==> src/logic/hdlc_status_map.vh <==
`ifndef HDLC_STATUS_MAP_VH
`define HDLC_STATUS_MAP_VH

// Register indices as printed; byte address is four times the index
`define STATUS_REG_INDEX 6'h01
`define ENABLE_REG_INDEX 6'h02

// Field positions shared by the status and the enable register
`define BIT_CODE_CHANGE 7
`define BIT_RX_PACKET_END 6
`define BIT_RX_PACKET_START 5
`define BIT_RX_HALF_FULL 4
`define BIT_RX_NOT_EMPTY 3
`define BIT_TX_HALF_EMPTY 2
`define BIT_TX_HAS_ROOM 1
`define BIT_TX_MESSAGE_DONE 0

// Mask of the bits that latch and clear on read
`define LATCHED_MASK 8'hE1

// Reset values
`define ENABLE_RESET 8'h00
`define STATUS_RESET 8'h00

// Bus answers
`define RESP_OKAY 2'h0
`define RESP_SLVERR 2'h2

// FIFO capacity in bytes
`define FIFO_BYTES 64

`endif

==> src/logic/hdlc_event_latch.v <==
// One sticky event flag; a set in the clearing cycle wins
module hdlc_event_latch (
  input wire i_clk,
  input wire i_rst_n,
  input wire i_set,
  input wire i_clear,
  output wire o_flag
);

  reg flag_reg; // Latched event
  reg flag_next; // Its next value

  // Set has priority so an event coinciding with a clear survives
  always @* begin
    flag_next = flag_reg;
    if (i_set) begin
      flag_next = 1'b1;
    end else if (i_clear) begin
      flag_next = 1'b0;
    end
  end

  // State update
  always @(posedge i_clk or negedge i_rst_n) begin
    if (!i_rst_n) begin
      flag_reg <= 1'b0;
    end else begin
      flag_reg <= flag_next;
    end
  end

  assign o_flag = flag_reg;

endmodule

==> src/logic/hdlc_status_interrupt_mask.v <==
// Design decision made here: the AXI4-Lite interface to the registers.
`include "hdlc_status_map.vh"

module hdlc_status_interrupt_mask #(
  parameter ADDR_W = 8, // Byte address width of the bus
  parameter FIFO_DEPTH = `FIFO_BYTES, // Bytes in each FIFO
  parameter CNT_W = 7 // Width of the occupancy counts
) (
  input wire I_MCLK,
  input wire I_RESET_N,
  // Events from the HDLC and code datapath
  input wire i_code_detected,
  input wire i_rx_message_valid,
  input wire i_rx_crc_error,
  input wire i_rx_overrun,
  input wire i_rx_abort,
  input wire i_rx_opening_byte,
  input wire [CNT_W-1:0] i_rx_fifo_count,
  input wire [CNT_W-1:0] i_tx_fifo_count,
  input wire i_tx_message_done,
  // Interrupt to the host
  output wire O_INT_N,
  // AXI4-Lite write address
  input wire I_AWVALID,
  output wire O_AWREADY,
  input wire [ADDR_W-1:0] I_AWADDR,
  input wire [2:0] I_AWPROT,
  // AXI4-Lite write data
  input wire I_WVALID,
  output wire O_WREADY,
  input wire [31:0] I_WDATA,
  input wire [3:0] I_WSTRB,
  // AXI4-Lite write response
  output wire O_BVALID,
  input wire I_BREADY,
  output wire [1:0] O_BRESP,
  // AXI4-Lite read address
  input wire I_ARVALID,
  output wire O_ARREADY,
  input wire [ADDR_W-1:0] I_ARADDR,
  input wire [2:0] I_ARPROT,
  // AXI4-Lite read data
  output wire O_RVALID,
  input wire I_RREADY,
  output wire [31:0] O_RDATA,
  output wire [1:0] O_RRESP
);

  // Half-way point of a FIFO, in bytes, worked out at full width
  localparam [31:0] HALF_WIDE = FIFO_DEPTH / 2;
  localparam [31:0] FULL_WIDE = FIFO_DEPTH;
  // Cut to the count width on purpose; a count never exceeds the depth
  localparam [CNT_W-1:0] HALF_LEVEL = HALF_WIDE[CNT_W-1:0];
  localparam [CNT_W-1:0] FULL_LEVEL = FULL_WIDE[CNT_W-1:0];

  // Write channel state
  reg aw_held_reg; // Write address taken, awaiting data
  reg [ADDR_W-1:0] aw_addr_reg; // Held write address
  reg w_held_reg; // Write data taken, awaiting address
  reg [31:0] w_data_reg; // Held write data
  reg [3:0] w_strb_reg; // Held byte enables
  reg bvalid_reg; // Write answer pending
  reg [1:0] bresp_reg; // Write answer code

  // Read channel state
  reg rvalid_reg; // Read answer pending
  reg [31:0] rdata_reg; // Read answer data
  reg [1:0] rresp_reg; // Read answer code

  // Block state
  reg [7:0] enable_reg; // Per-flag interrupt enables
  reg code_prev_reg; // Detector state one cycle ago
  reg [3:0] level_reg; // Live FIFO level flags
  reg [3:0] level_next; // Their next value
  wire [3:0] latched; // Sticky event flags
  wire [3:0] latch_set; // Event pulses into the latches
  wire [3:0] latch_clear; // Clear requests to the latches
  wire [7:0] status; // Assembled status register
  wire [3:0] latched_next; // Sticky flags as they stand after this edge
  wire [7:0] enable_next; // Enables as they stand after this edge
  wire [7:0] status_next; // Status as it stands after this edge
  reg int_n_reg; // Registered interrupt pin

  // Handshake terms
  wire aw_take; // Address handshake this edge
  wire w_take; // Data handshake this edge
  wire ar_take; // Read address handshake this edge
  wire aw_ok; // Address available for a write
  wire w_ok; // Data available for a write
  wire do_write; // Write is carried out this edge
  wire [ADDR_W-1:0] wr_addr; // Address of that write
  wire [31:0] wr_data; // Data of that write
  wire [3:0] wr_strb; // Byte enables of that write
  wire [ADDR_W-3:0] wr_index; // Word index of the write
  wire [ADDR_W-3:0] rd_index; // Word index of the read
  wire wr_status; // Write hits the status register
  wire wr_enable; // Write hits the enable register
  wire rd_status; // Read hits the status register
  wire rd_enable; // Read hits the enable register
  wire status_read; // Status read side effect this edge

  // Ready only while no answer is pending, one transfer at a time
  assign O_AWREADY = !aw_held_reg && !bvalid_reg;
  assign O_WREADY = !w_held_reg && !bvalid_reg;
  assign O_ARREADY = !rvalid_reg;

  assign aw_take = I_AWVALID && O_AWREADY;
  assign w_take = I_WVALID && O_WREADY;
  assign ar_take = I_ARVALID && O_ARREADY;

  // Address and data may arrive in either order or together
  assign aw_ok = aw_held_reg || aw_take;
  assign w_ok = w_held_reg || w_take;
  assign do_write = aw_ok && w_ok;
  assign wr_addr = aw_held_reg ? aw_addr_reg : I_AWADDR;
  assign wr_data = w_held_reg ? w_data_reg : I_WDATA;
  assign wr_strb = w_held_reg ? w_strb_reg : I_WSTRB;

  // Decode by word index; byte offset bits are ignored
  assign wr_index = wr_addr[ADDR_W-1:2];
  assign rd_index = I_ARADDR[ADDR_W-1:2];
  assign wr_status = (wr_index == `STATUS_REG_INDEX);
  assign wr_enable = (wr_index == `ENABLE_REG_INDEX);
  assign rd_status = (rd_index == `STATUS_REG_INDEX);
  assign rd_enable = (rd_index == `ENABLE_REG_INDEX);
  assign status_read = ar_take && rd_status;

  // Write channel: hold each half until the other arrives
  always @(posedge I_MCLK or negedge I_RESET_N) begin
    if (!I_RESET_N) begin
      aw_held_reg <= 1'b0;
      aw_addr_reg <= {ADDR_W{1'b0}};
      w_held_reg <= 1'b0;
      w_data_reg <= 32'h0000_0000;
      w_strb_reg <= 4'h0;
      bvalid_reg <= 1'b0;
      bresp_reg <= `RESP_OKAY;
    end else begin
      if (do_write) begin
        // Both halves present: answer and release
        aw_held_reg <= 1'b0;
        w_held_reg <= 1'b0;
        bvalid_reg <= 1'b1;
        bresp_reg <= (wr_status || wr_enable) ? `RESP_OKAY : `RESP_SLVERR;
      end else begin
        if (aw_take) begin
          aw_held_reg <= 1'b1;
          aw_addr_reg <= I_AWADDR;
        end
        if (w_take) begin
          w_held_reg <= 1'b1;
          w_data_reg <= I_WDATA;
          w_strb_reg <= I_WSTRB;
        end
        if (bvalid_reg && I_BREADY) begin
          bvalid_reg <= 1'b0;
        end
      end
    end
  end

  // Enable register; only byte lane 0 carries bits
  always @(posedge I_MCLK or negedge I_RESET_N) begin
    if (!I_RESET_N) begin
      enable_reg <= `ENABLE_RESET;
    end else if (do_write && wr_enable && wr_strb[0]) begin
      enable_reg <= wr_data[7:0];
    end
  end

  // Read channel: data captured at the handshake, so the value shown
  // is the one the clear acted on
  always @(posedge I_MCLK or negedge I_RESET_N) begin
    if (!I_RESET_N) begin
      rvalid_reg <= 1'b0;
      rdata_reg <= 32'h0000_0000;
      rresp_reg <= `RESP_OKAY;
    end else if (ar_take) begin
      rvalid_reg <= 1'b1;
      if (rd_status) begin
        rdata_reg <= {24'h00_0000, status};
        rresp_reg <= `RESP_OKAY;
      end else if (rd_enable) begin
        rdata_reg <= {24'h00_0000, enable_reg};
        rresp_reg <= `RESP_OKAY;
      end else begin
        // Unmapped: zero data with an error answer
        rdata_reg <= 32'h0000_0000;
        rresp_reg <= `RESP_SLVERR;
      end
    end else if (rvalid_reg && I_RREADY) begin
      rvalid_reg <= 1'b0;
    end
  end

  // Previous detector state for change detection
  always @(posedge I_MCLK or negedge I_RESET_N) begin
    if (!I_RESET_N) begin
      code_prev_reg <= 1'b0;
    end else begin
      code_prev_reg <= i_code_detected;
    end
  end

  // Event pulses, latch order: 3 code, 2 end, 1 start, 0 tx done
  assign latch_set[3] = i_code_detected ^ code_prev_reg;
  assign latch_set[2] = i_rx_message_valid
    || i_rx_crc_error || i_rx_overrun || i_rx_abort;
  assign latch_set[1] = i_rx_opening_byte;
  assign latch_set[0] = i_tx_message_done;

  // A status read clears all four; a written one clears its bit too
  assign latch_clear[3] = status_read
    || (do_write && wr_status && wr_strb[0] && wr_data[`BIT_CODE_CHANGE]);
  assign latch_clear[2] = status_read
    || (do_write && wr_status && wr_strb[0] && wr_data[`BIT_RX_PACKET_END]);
  assign latch_clear[1] = status_read
    || (do_write && wr_status && wr_strb[0] && wr_data[`BIT_RX_PACKET_START]);
  assign latch_clear[0] = status_read
    || (do_write && wr_status && wr_strb[0] && wr_data[`BIT_TX_MESSAGE_DONE]);

  // One sticky flag per latched event
  genvar g;
  generate
    for (g = 0; g < 4; g = g + 1) begin : g_latch
      hdlc_event_latch u_latch (
        .i_clk(I_MCLK),
        .i_rst_n(I_RESET_N),
        .i_set(latch_set[g]),
        .i_clear(latch_clear[g]),
        .o_flag(latched[g])
      );
    end
  endgenerate

  // Live FIFO levels, order: 3 rx half, 2 rx not empty, 1 tx half, 0 room
  always @* begin
    level_next = 4'h0;
    level_next[3] = (i_rx_fifo_count > HALF_LEVEL);
    level_next[2] = (i_rx_fifo_count != {CNT_W{1'b0}});
    level_next[1] = (i_tx_fifo_count < HALF_LEVEL);
    level_next[0] = (i_tx_fifo_count < FULL_LEVEL);
  end

  // Registered levels; reads have no effect on them
  always @(posedge I_MCLK or negedge I_RESET_N) begin
    if (!I_RESET_N) begin
      level_reg <= 4'h0;
    end else begin
      level_reg <= level_next;
    end
  end

  // Status layout
  assign status[`BIT_CODE_CHANGE] = latched[3];
  assign status[`BIT_RX_PACKET_END] = latched[2];
  assign status[`BIT_RX_PACKET_START] = latched[1];
  assign status[`BIT_RX_HALF_FULL] = level_reg[3];
  assign status[`BIT_RX_NOT_EMPTY] = level_reg[2];
  assign status[`BIT_TX_HALF_EMPTY] = level_reg[1];
  assign status[`BIT_TX_HAS_ROOM] = level_reg[0];
  assign status[`BIT_TX_MESSAGE_DONE] = latched[0];

  // Next state of the sticky flags, mirroring the latch: set beats clear
  assign latched_next = latch_set | (latched & ~latch_clear);

  // Next enables, from the same write that loads the enable register
  assign enable_next = (do_write && wr_enable && wr_strb[0]) ? wr_data[7:0] : enable_reg;

  // Status one edge ahead, so the pin can come straight from a flop
  assign status_next[`BIT_CODE_CHANGE] = latched_next[3];
  assign status_next[`BIT_RX_PACKET_END] = latched_next[2];
  assign status_next[`BIT_RX_PACKET_START] = latched_next[1];
  assign status_next[`BIT_RX_HALF_FULL] = level_next[3];
  assign status_next[`BIT_RX_NOT_EMPTY] = level_next[2];
  assign status_next[`BIT_TX_HALF_EMPTY] = level_next[1];
  assign status_next[`BIT_TX_HAS_ROOM] = level_next[0];
  assign status_next[`BIT_TX_MESSAGE_DONE] = latched_next[0];

  // Interrupt low while any enabled flag stands; level flags keep it
  // low as long as their condition holds, so mask them when serviced.
  // Registered so decode glitches never reach the host's pin; built from
  // next values, so it moves on the same edge that latches the flag
  always @(posedge I_MCLK or negedge I_RESET_N) begin
    if (!I_RESET_N) begin
      int_n_reg <= 1'b1;
    end else begin
      int_n_reg <= ~|(status_next & enable_next);
    end
  end

  assign O_INT_N = int_n_reg;

  // Bus outputs
  assign O_BVALID = bvalid_reg;
  assign O_BRESP = bresp_reg;
  assign O_RVALID = rvalid_reg;
  assign O_RDATA = rdata_reg;
  assign O_RRESP = rresp_reg;

endmodule

==> config.mk <==
export PLATFORM = sky130hd
export DESIGN_NAME = hdlc_status_interrupt_mask
export DESIGN_NICKNAME = d
export VERILOG_FILES = /design/src/logic/hdlc_event_latch.v /design/src/logic/hdlc_status_interrupt_mask.v
export VERILOG_INCLUDE_DIRS = /design/src /design/src/logic
export SDC_FILE = /design/constraint.sdc
export NUM_CORES = 1
export LEC_CHECK = 0
export ABC_AREA = 1
export BUFFER_PORTS_ARGS = -buffer_cell sky130_fd_sc_hd__buf_4
export CAP_MARGIN = 0
export CORE_MARGIN = 10
export CORE_UTILIZATION = 49
export CTS_CLUSTER_SIZE = 10
export DETAILED_ROUTE_END_ITERATION = 16
export PLACE_DENSITY = 0.92
export SYNTH_ARGS = -nofsm -noshare
export SYNTH_HDL_FRONTEND = slang
export SYNTH_SLANG_ARGS = --single-unit
==> constraint.sdc <==
create_clock -name I_MCLK -period 4.1 [get_ports I_MCLK]
set_input_delay 0.82 -clock I_MCLK [delete_from_list [all_inputs] [get_ports I_MCLK]]
set_output_delay 0.82 -clock I_MCLK [all_outputs]
set_load 0.005 [all_outputs]
**Yosys cells after proc, flatten, opt, wreduce, memory -nomap -nowiden**

Cells that the tools add are included.

- Output and inout bits: 42
- Bits in registers: 75

- Equality and inequality tests: 4
- $lt $le $gt $ge: 3
- Multiplexer cells: 25
- Bitwise operators: 6
- Reductions and logical operators: 44

Operators by type and width:

| operator | count |
|---|---|
| $mux 8 | 5 |
| $logic_and 1x1->1 | 17 |
| $mux 1 | 17 |
| $reduce_bool 2->1 | 8 |
| $eq 6x1->1 const B | 2 |
| $eq 6x2->1 const B | 2 |
| $logic_or 1x1->1 | 10 |
| $and 8x8->8 | 1 |
| $reduce_or 8->1 | 1 |
| $gt 7x6->1 const B | 1 |
| $lt 7x6->1 const B | 1 |
| $lt 7x7->1 const B | 1 |
| $reduce_bool 7->1 | 1 |
| $mux 2 | 3 |
| $logic_not 1->1 | 5 |
| $and 4x4->4 | 1 |
| $not 4->4 | 1 |
| $or 4x4->4 | 1 |
| $reduce_and 2->1 | 2 |
| $not 1->1 | 1 |
| $xor 1x1->1 | 1 |

**Logic depth before layout (Yosys ltp)**

Gate-level depths: netlist of run 1.

- Depth after elaboration: 15
- Gate-level depth with buffers: 13
- Mapped depth without buffers: 12

**Modules after synthesis**

Synthesis of run 1 repeated with hierarchy kept, for this count alone.

- Cell total of the unflattened synthesis: 314
- Area total of the unflattened synthesis: 2,466.1 µm²

By module, submodules not included:

| module | cells an instance | area an instance (µm²) | instances |
|---|---|---|---|
| hdlc_status_interrupt_mask | 294 | 2,306.0 | 1 |
| hdlc_event_latch | 5 | 40.0 | 4 |

**Least setup slack after synthesis of run 1**

No wires, ideal clock.

- Path kind: input-to-reg
- From: in I_ARADDR[5]
- To: reg int_n_reg (netlist: O_INT_N)
- Data required time: 4.033 ns
- Path buffers: 0
- Library setup time: 0.067 ns
- Arrival: 1.828 ns
- Path slack: 2.205 ns
- Stages on the path: 10
- Cells stage by stage: or2_4 -> nor2_4 -> nand3_4 -> nor2_4 -> inv_2 -> nand3_2 -> nand2_2 -> nand2_1 -> nand3_1 -> nor2_1

- Longest elaborated chain between the ends: 9

Ends and longest elaborated chain:

| element | RTL line | RTL |
|---|---|---|
| start, declared | hdlc_status_interrupt_mask.v:40 | `input wire [ADDR_W-1:0] I_ARADDR,` |
| $eq 6x1->1 (no line) (*) | -- |  |
| $logic_and 1x1->1 (*) | hdlc_status_interrupt_mask.v:126 | `assign status_read = ar_take && rd_status;` |
| $logic_or 1x1->1 (on tied branches) | -- |  |
| $not 4->4 (*) | hdlc_status_interrupt_mask.v:265 | `assign latched_next = latch_set \| (latched & ~latch_clear);` |
| $and 4x4->4 (*) | hdlc_status_interrupt_mask.v:265 |  |
| $or 4x4->4 (*) | hdlc_status_interrupt_mask.v:265 |  |
| $and 8x8->8 (*) | hdlc_status_interrupt_mask.v:288 | `int_n_reg <= ~\|(status_next & enable_next);` |
| $reduce_or 8->1 (*) | hdlc_status_interrupt_mask.v:288 |  |
| $logic_not 1->1 (*) | hdlc_status_interrupt_mask.v:288 |  |
| end signal, assigned | hdlc_status_interrupt_mask.v:288 |  |
| end, declared | hdlc_status_interrupt_mask.v:82 | `reg int_n_reg;` |

Every way passes the cells marked *; elsewhere a longest branch is shown, timed or not.
A chain may end at the register's enable or synchronous reset.

**Final worst setup path of run 1**

- From: reg w_held_reg
- To: out O_WREADY

- Longest elaborated chain between the ends: 2

Ends and longest elaborated chain:

| element | RTL line | RTL |
|---|---|---|
| start, declared | hdlc_status_interrupt_mask.v:59 | `reg w_held_reg;` |
| start signal, assigned | hdlc_status_interrupt_mask.v:133 | `w_held_reg <= 1'b0;` |
| start signal, assigned | hdlc_status_interrupt_mask.v:142 | `w_held_reg <= 1'b0;` |
| start signal, assigned | hdlc_status_interrupt_mask.v:151 | `w_held_reg <= 1'b1;` |
| $logic_not 1->1 | hdlc_status_interrupt_mask.v:104 | `assign O_WREADY = !w_held_reg && !bvalid_reg;` |
| $logic_and 1x1->1 | hdlc_status_interrupt_mask.v:104 |  |
| end, declared | hdlc_status_interrupt_mask.v:30 | `output wire O_WREADY,` |

Every way passes these cells.

==> impl_metrics.ini, run 1 <==
[outcome]
status = completed

[setup_path]
cp.arrival_ps = 1210
cp-start-kind = register
path_class = reg -> out
crit_path_end_kind = output port
required_ps = 3280
crit_fanout = 14

[die]
row_count = 26
die_x_um = 91.7
die_h_um = 91.7
core_um2 = 5040
initial_core_util_pct = 49.9
ios = 128
dieArea_um2 = 8400

[yosys]
async_flop_share_pct = 100
synth_top_family_by_area = simple AND/OR/NAND/NOR gates
syn_area_um2 = 2520
ys_warn_count = 0
synth_area_leaders = dfrtp_1 (46%), nand2_1 (10%), buf_4 (7.8%)
synth_edf_count = 0
synth-simple-area-share_pct = 27.9
synth_fa_ha_area_share_pct = 0
synth_ff_type = dfrtp_1
synth.distinct_cells = 34
synth_compound_area_share_pct = 9.19
yosys.area_share.xor_xnor_pct = 0.348
yosysSeqAreaShare_pct = 46.8
ys_ff_latch = 47
synth.area.mux_share_pct = 0.447
syn_avg_cell_area_um2 = 8.34
synth_top_cell_by_area = dfrtp_1
synth_top_area_share_pct = 45.7
synth_cells = 302

[final_layout]
final_common_cell = nand2_1
antenna_cells = 0
final_cell_mix = nand2_1 (69), buf_4 (59), dfrtp_1 (46)
layout-drive-gt1-share_pct = 26.0
syn_to_final_growth_pct = 20.2
n_fill_cell = 452
layout.nets = 447

[cts]
cts_hold_buf = 0
cts_tree = yes
cts_buffer_depth = 2
clock-sinks = 47
postCtsSetupBuffers = 0
clkSlewWorstSetupHoldPaths_ps = 80
cts_made_buffers = 5
htreeDepth = 2
insertion_delay_ps = 300
cts-root-buf = clkbuf_8
cts_resized = 0

[placement]
post-place-ws_ps = 1900
io_buffers = 59
place_hpwl_um = 4300
place_congestion = 0.795

[sta]
setup_tns_ps = 0
final_hold_viol_count = 0
final.period_utilization_pct = 49.4
fin_crit_ps = 2030
slew_violations = 0
fmax_ghz = 0.493
worst_slew_pin_slew_ps = 573
setup_ws_ps = 2070
rsz0062_at_grt = no
fin_worst_skew_ps = 4.97
setup_viol = 0
maxSlewHeadroom_pct = 61.8

[routing]
wl_um = 5330
num_vias = 1999
drtAntennaViolNets = 0
routed_via_density = 4.63
routedWlPerCell_um = 12.3
drt-initial-drc-count = 174
drt_first_pass_iters = 4
drcViolationCount = 0

[global_routing]
grt_pass1_vias = 1991
grt_pass1_wl_um = 9000
grt_usage_pct = 12.8
grt_max_degree = 48
grt_antenna_before_repair = 0
grt_overflow = 0

[run]
maxCapViolations = 0

[pwr]
max-vdd-ir-drop_uv = 393
p_leak_nw = 1.62
power_density_nw_per_um2 = 476

[min_path]
min_path_type = reg -> reg
-- kinds of logic (layout without fill, tap and decap cells) --
group | count (synthesis) | after routing
buffers and inverters | 71 | 106
and+or+nand+nor | 142 | 142
muxes | 1 | 1
AOI/OAI and AO/OA | 39 | 39
DFF | 47 | 47
xor gates and xnor gates | 1 | 1
other | 1 | 26
-- per-layer routing --
| metal | track usage, % | vias up | wire, um |
|---|---|---|---|
| met5 | 0 | - | 0 |
| met4 | 6.53 | 0 | 125 |
| met3 | 3.50 | 9 | 385 |
| met2 | 21.7 | 59 | 2640 |
| met1 | 14.5 | 913 | 2180 |
| li1 | - | 1018 | - |
-- final timing paths --
path                                        startpoint                    endpoint  slack (ps)  cells past startpoint
max in group asynchronous                    I_RESET_N      level_reg[3]$_DFF_PN0_        3200                      1
worst max-delay path            w_held_reg$_DFFE_PN0P_                    O_WREADY        2070                      2
worst max register to register  w_held_reg$_DFFE_PN0P_           O_INT_N$_DFF_PN1_        2180                     10
min in group asynchronous                    I_RESET_N  aw_addr_reg[6]$_DFFE_PN0P_         510                      1
worst min-delay path            level_reg[0]$_DFF_PN0_      O_RDATA[1]$_DFFE_PN0P_         470                      2
worst min register to register  level_reg[0]$_DFF_PN0_      O_RDATA[1]$_DFFE_PN0P_         470                      2
-- report_power, final --
group	switching (mW)	internal [mW]	leakage (nW)	total [mW]
Sequential	0.0926	0.576	0.559	0.669
Combinational	0.245	0.179	1.00	0.424
Clock	0.149	0.197	0.0612	0.346
Total	0.486	0.952	1.62	1.44
-- through the flow --
| step | power (mW) | utilization, % | area, um2 | hold slack, ps | instances |
|---|---|---|---|---|---|
| final | 1.44 | 60.0 | 3030 | 468 | 432 |
| after global routing | 1.54 | 60.0 | 3030 | 505 | 432 |
| after CTS | 1.45 | 60.0 | 3030 | 471 | 432 |
| after detailed placement | 1.10 | 57.7 | 2910 | 451 | 424 |
| after global placement | 1.08 | 57.7 | 2910 | 448 | 424 |
| after floorplan | 0.979 | - | 2610 | 442 | 327 |
-- final cells by class --
type,count,area (um2),area share (%)
Sequential cell,47,1180,38.9
Tap cell,70,87.6,2.89
Clock inverter,2,35.0,1.16
Clock buffer,6,82.6,2.73
Multi-Input combinational cell,209,1050,34.7
Timing Repair Buffer,59,443,14.6
Inverter,39,149,4.92
-- synthesized netlist by cell type (4+ instances only) --
cell	count
inv_1	35
a21oi_1	5
nor2_1	20
nand2_1	69
dfrtp_1	46
nand4_1	5
nand2_2	7
o21ai_0	22
nor2_4	4
nand3_1	24
buf_4	26
o21ai_1	6
-- worst max-delay path, cell delays in order, from the launching register on --
cell and delay (ps):
dfrtp_1 620, nor2_1 130, buf_4 160
Power figures use the tool's default switching activity.
==> run 2: changes to the inputs <==
- CORE_UTILIZATION: 49 -> 46
- PLACE_DENSITY: 0.92 -> 0.88
- clock period: 4.1 -> 1.94 ns (I/O delays scaled with it)
==> run 2 against run 1 <==
Sequential power grew 110%. Largest cell class unchanged. Combinational power grew 130%. Final cell count grew 0.69%. Critical path depth grew 9. Global-route usage grew 0.060 points. Non-clock buffer count grew 3. Largest power group unchanged. Die area grew 5.1%. Core utilization shrank 1.5 points. Design area grew 0.70%. Clock skew grew 7.4 ps.
==> impl_metrics.ini, run 2 (same netlist as run 1, synthesis figures left out) <==
[sta]
final_hold_viol_count = 0
setup_tns_ps = 0
final.period_utilization_pct = 90.7
setup_viol = 0
fmax_ghz = 0.568
worst_slew_pin_slew_ps = 578
rsz0062_at_grt = no
fin_crit_ps = 1760
timing.hold.ws_ps = 78.1
maxSlewHeadroom_pct = 61.4
fin_worst_skew_ps = 12.4
slew_violations = 0

[global_routing]
grt_pass1_vias = 2155
grt_pass1_wl_um = 9470
grt_antenna_before_repair = 0
grt_usage_pct = 12.9
grt_overflow = 0
grt_max_degree = 48

[final_layout]
n_fill_cell = 463
syn_to_final_growth_pct = 21.0
final_cell_mix = nand2_1 (69), buf_4 (62), dfrtp_1 (46)
layout-drive-gt1-share_pct = 26.6
antenna_cells = 0
final_common_cell = nand2_1
layout.nets = 450

[placement]
place_hpwl_um = 4590
place_congestion = 0.794
io_buffers = 59

[cts]
clkSlewWorstSetupHoldPaths_ps = 100
cts-root-buf = clkbuf_8
htreeDepth = 2
postCtsSetupBuffers = 0
cts_hold_buf = 0
cts_tree = yes
cts_resized = 0
cts_made_buffers = 5
clock-sinks = 47
insertion_delay_ps = 310
cts_buffer_depth = 2

[die]
row_count = 26
dieArea_um2 = 8830
die_h_um = 94.0
die_x_um = 94.0
ios = 128
initial_core_util_pct = 48.4
core_um2 = 5200

[pwr]
p_leak_nw = 1.64
max-vdd-ir-drop_uv = 841
power_density_nw_per_um2 = 1010

[routing]
num_vias = 2023
drt-initial-drc-count = 142
drcViolationCount = 0
wl_um = 5570
routed_via_density = 4.65
drt_first_pass_iters = 4
drtAntennaViolNets = 0
routedWlPerCell_um = 12.8

[setup_path]
cp.arrival_ps = 2000
required_ps = 2180
r2r_cells = 11
crit_path_end_kind = register
reg2reg_slack_ps = 180
cp-start-kind = register
path_class = reg -> reg
reg2reg_from = aw_held_reg$_DFFE_PN0P_
r2r-end = O_INT_N$_DFF_PN1_
crit_fanout = 9

[outcome]
status = completed

[min_path]
min_path_type = in -> async

[run]
maxCapViolations = 0
run 2: changes by cell type in the layout (fill, tap and decap cells not counted), sizes merged:
| cell | delta |
|---|---|
| buf | +3 |
| clkbuf | -1 |
| inv | +1 |
run 2: critical path: stages, from the launching register on:
cell and delay, ps:
dfrtp_1 500, inv_4 140, nand2_1 70, o21ai_1 100, nand2_2 110, nor2_8 190
nand2_4 110, nand2_1 80, o21ai_1 90, nand2_1 90, nand3_1 70, nor2_1 150
run 2: how the worst max path moves through the flow:
stage | startpoint | endpoint | slack, ps | depth (start not counted)
floorplan | O_BVALID$_DFFE_PN0P_ | O_INT_N$_DFF_PN1_ | 460 | 10
global placement | I_ARADDR[5] | O_INT_N$_DFF_PN1_ | 210 | 11
detailed placement | I_ARADDR[5] | O_INT_N$_DFF_PN1_ | 170 | 11
CTS | aw_held_reg$_DFFE_PN0P_ | O_INT_N$_DFF_PN1_ | 170 | 11
global route | aw_held_reg$_DFFE_PN0P_ | O_INT_N$_DFF_PN1_ | 40 | 10
finish | aw_held_reg$_DFFE_PN0P_ | O_INT_N$_DFF_PN1_ | 180 | 11
run 2: per-layer routing:
layer | up-vias | GRT usage [%] | part of all wire (%)
li1 | 1032 | - | -
met3 | 10 | 4.16 | 9.6
met5 | - | 0 | 0
met4 | 0 | 5.70 | 2.2
met1 | 910 | 14.2 | 39
met2 | 71 | 22.2 | 49
run 2: final cells by class:
cell class / instances / area [um2] / share of cell area [%]
Sequential cell: 47 / 1180 / 38.6
Multi-Input combinational cell: 209 / 1050 / 34.5
Timing Repair Buffer: 62 / 465 / 15.3
Inverter: 39 / 149 / 4.89
Tap cell: 70 / 87.6 / 2.87
Clock buffer: 5 / 68.8 / 2.26
Clock inverter: 3 / 47.5 / 1.56
run 2: power by group:
group          switching [mW]  internal, mW  leakage, nW  total, mW
Sequential              0.166          1.22        0.559       1.38
Clock                   0.341         0.390       0.0587      0.731
Combinational           0.563         0.399         1.02      0.962
Total                    1.07          2.01         1.64       3.08
run 2: metrics by stage:
stage / util (%) / area [um2] / total power [mW] / worst slack (ps) / cells
after floorplan: - / 2610 / 2.07 / 457 / 327
after global placement: 56.3 / 2930 / 2.30 / 210 / 427
after detailed placement: 56.3 / 2930 / 2.37 / 168 / 427
after CTS: 58.5 / 3050 / 3.10 / 170 / 435
after global routing: 58.5 / 3050 / 3.30 / 39.2 / 435
final: 58.5 / 3050 / 3.08 / 181 / 435
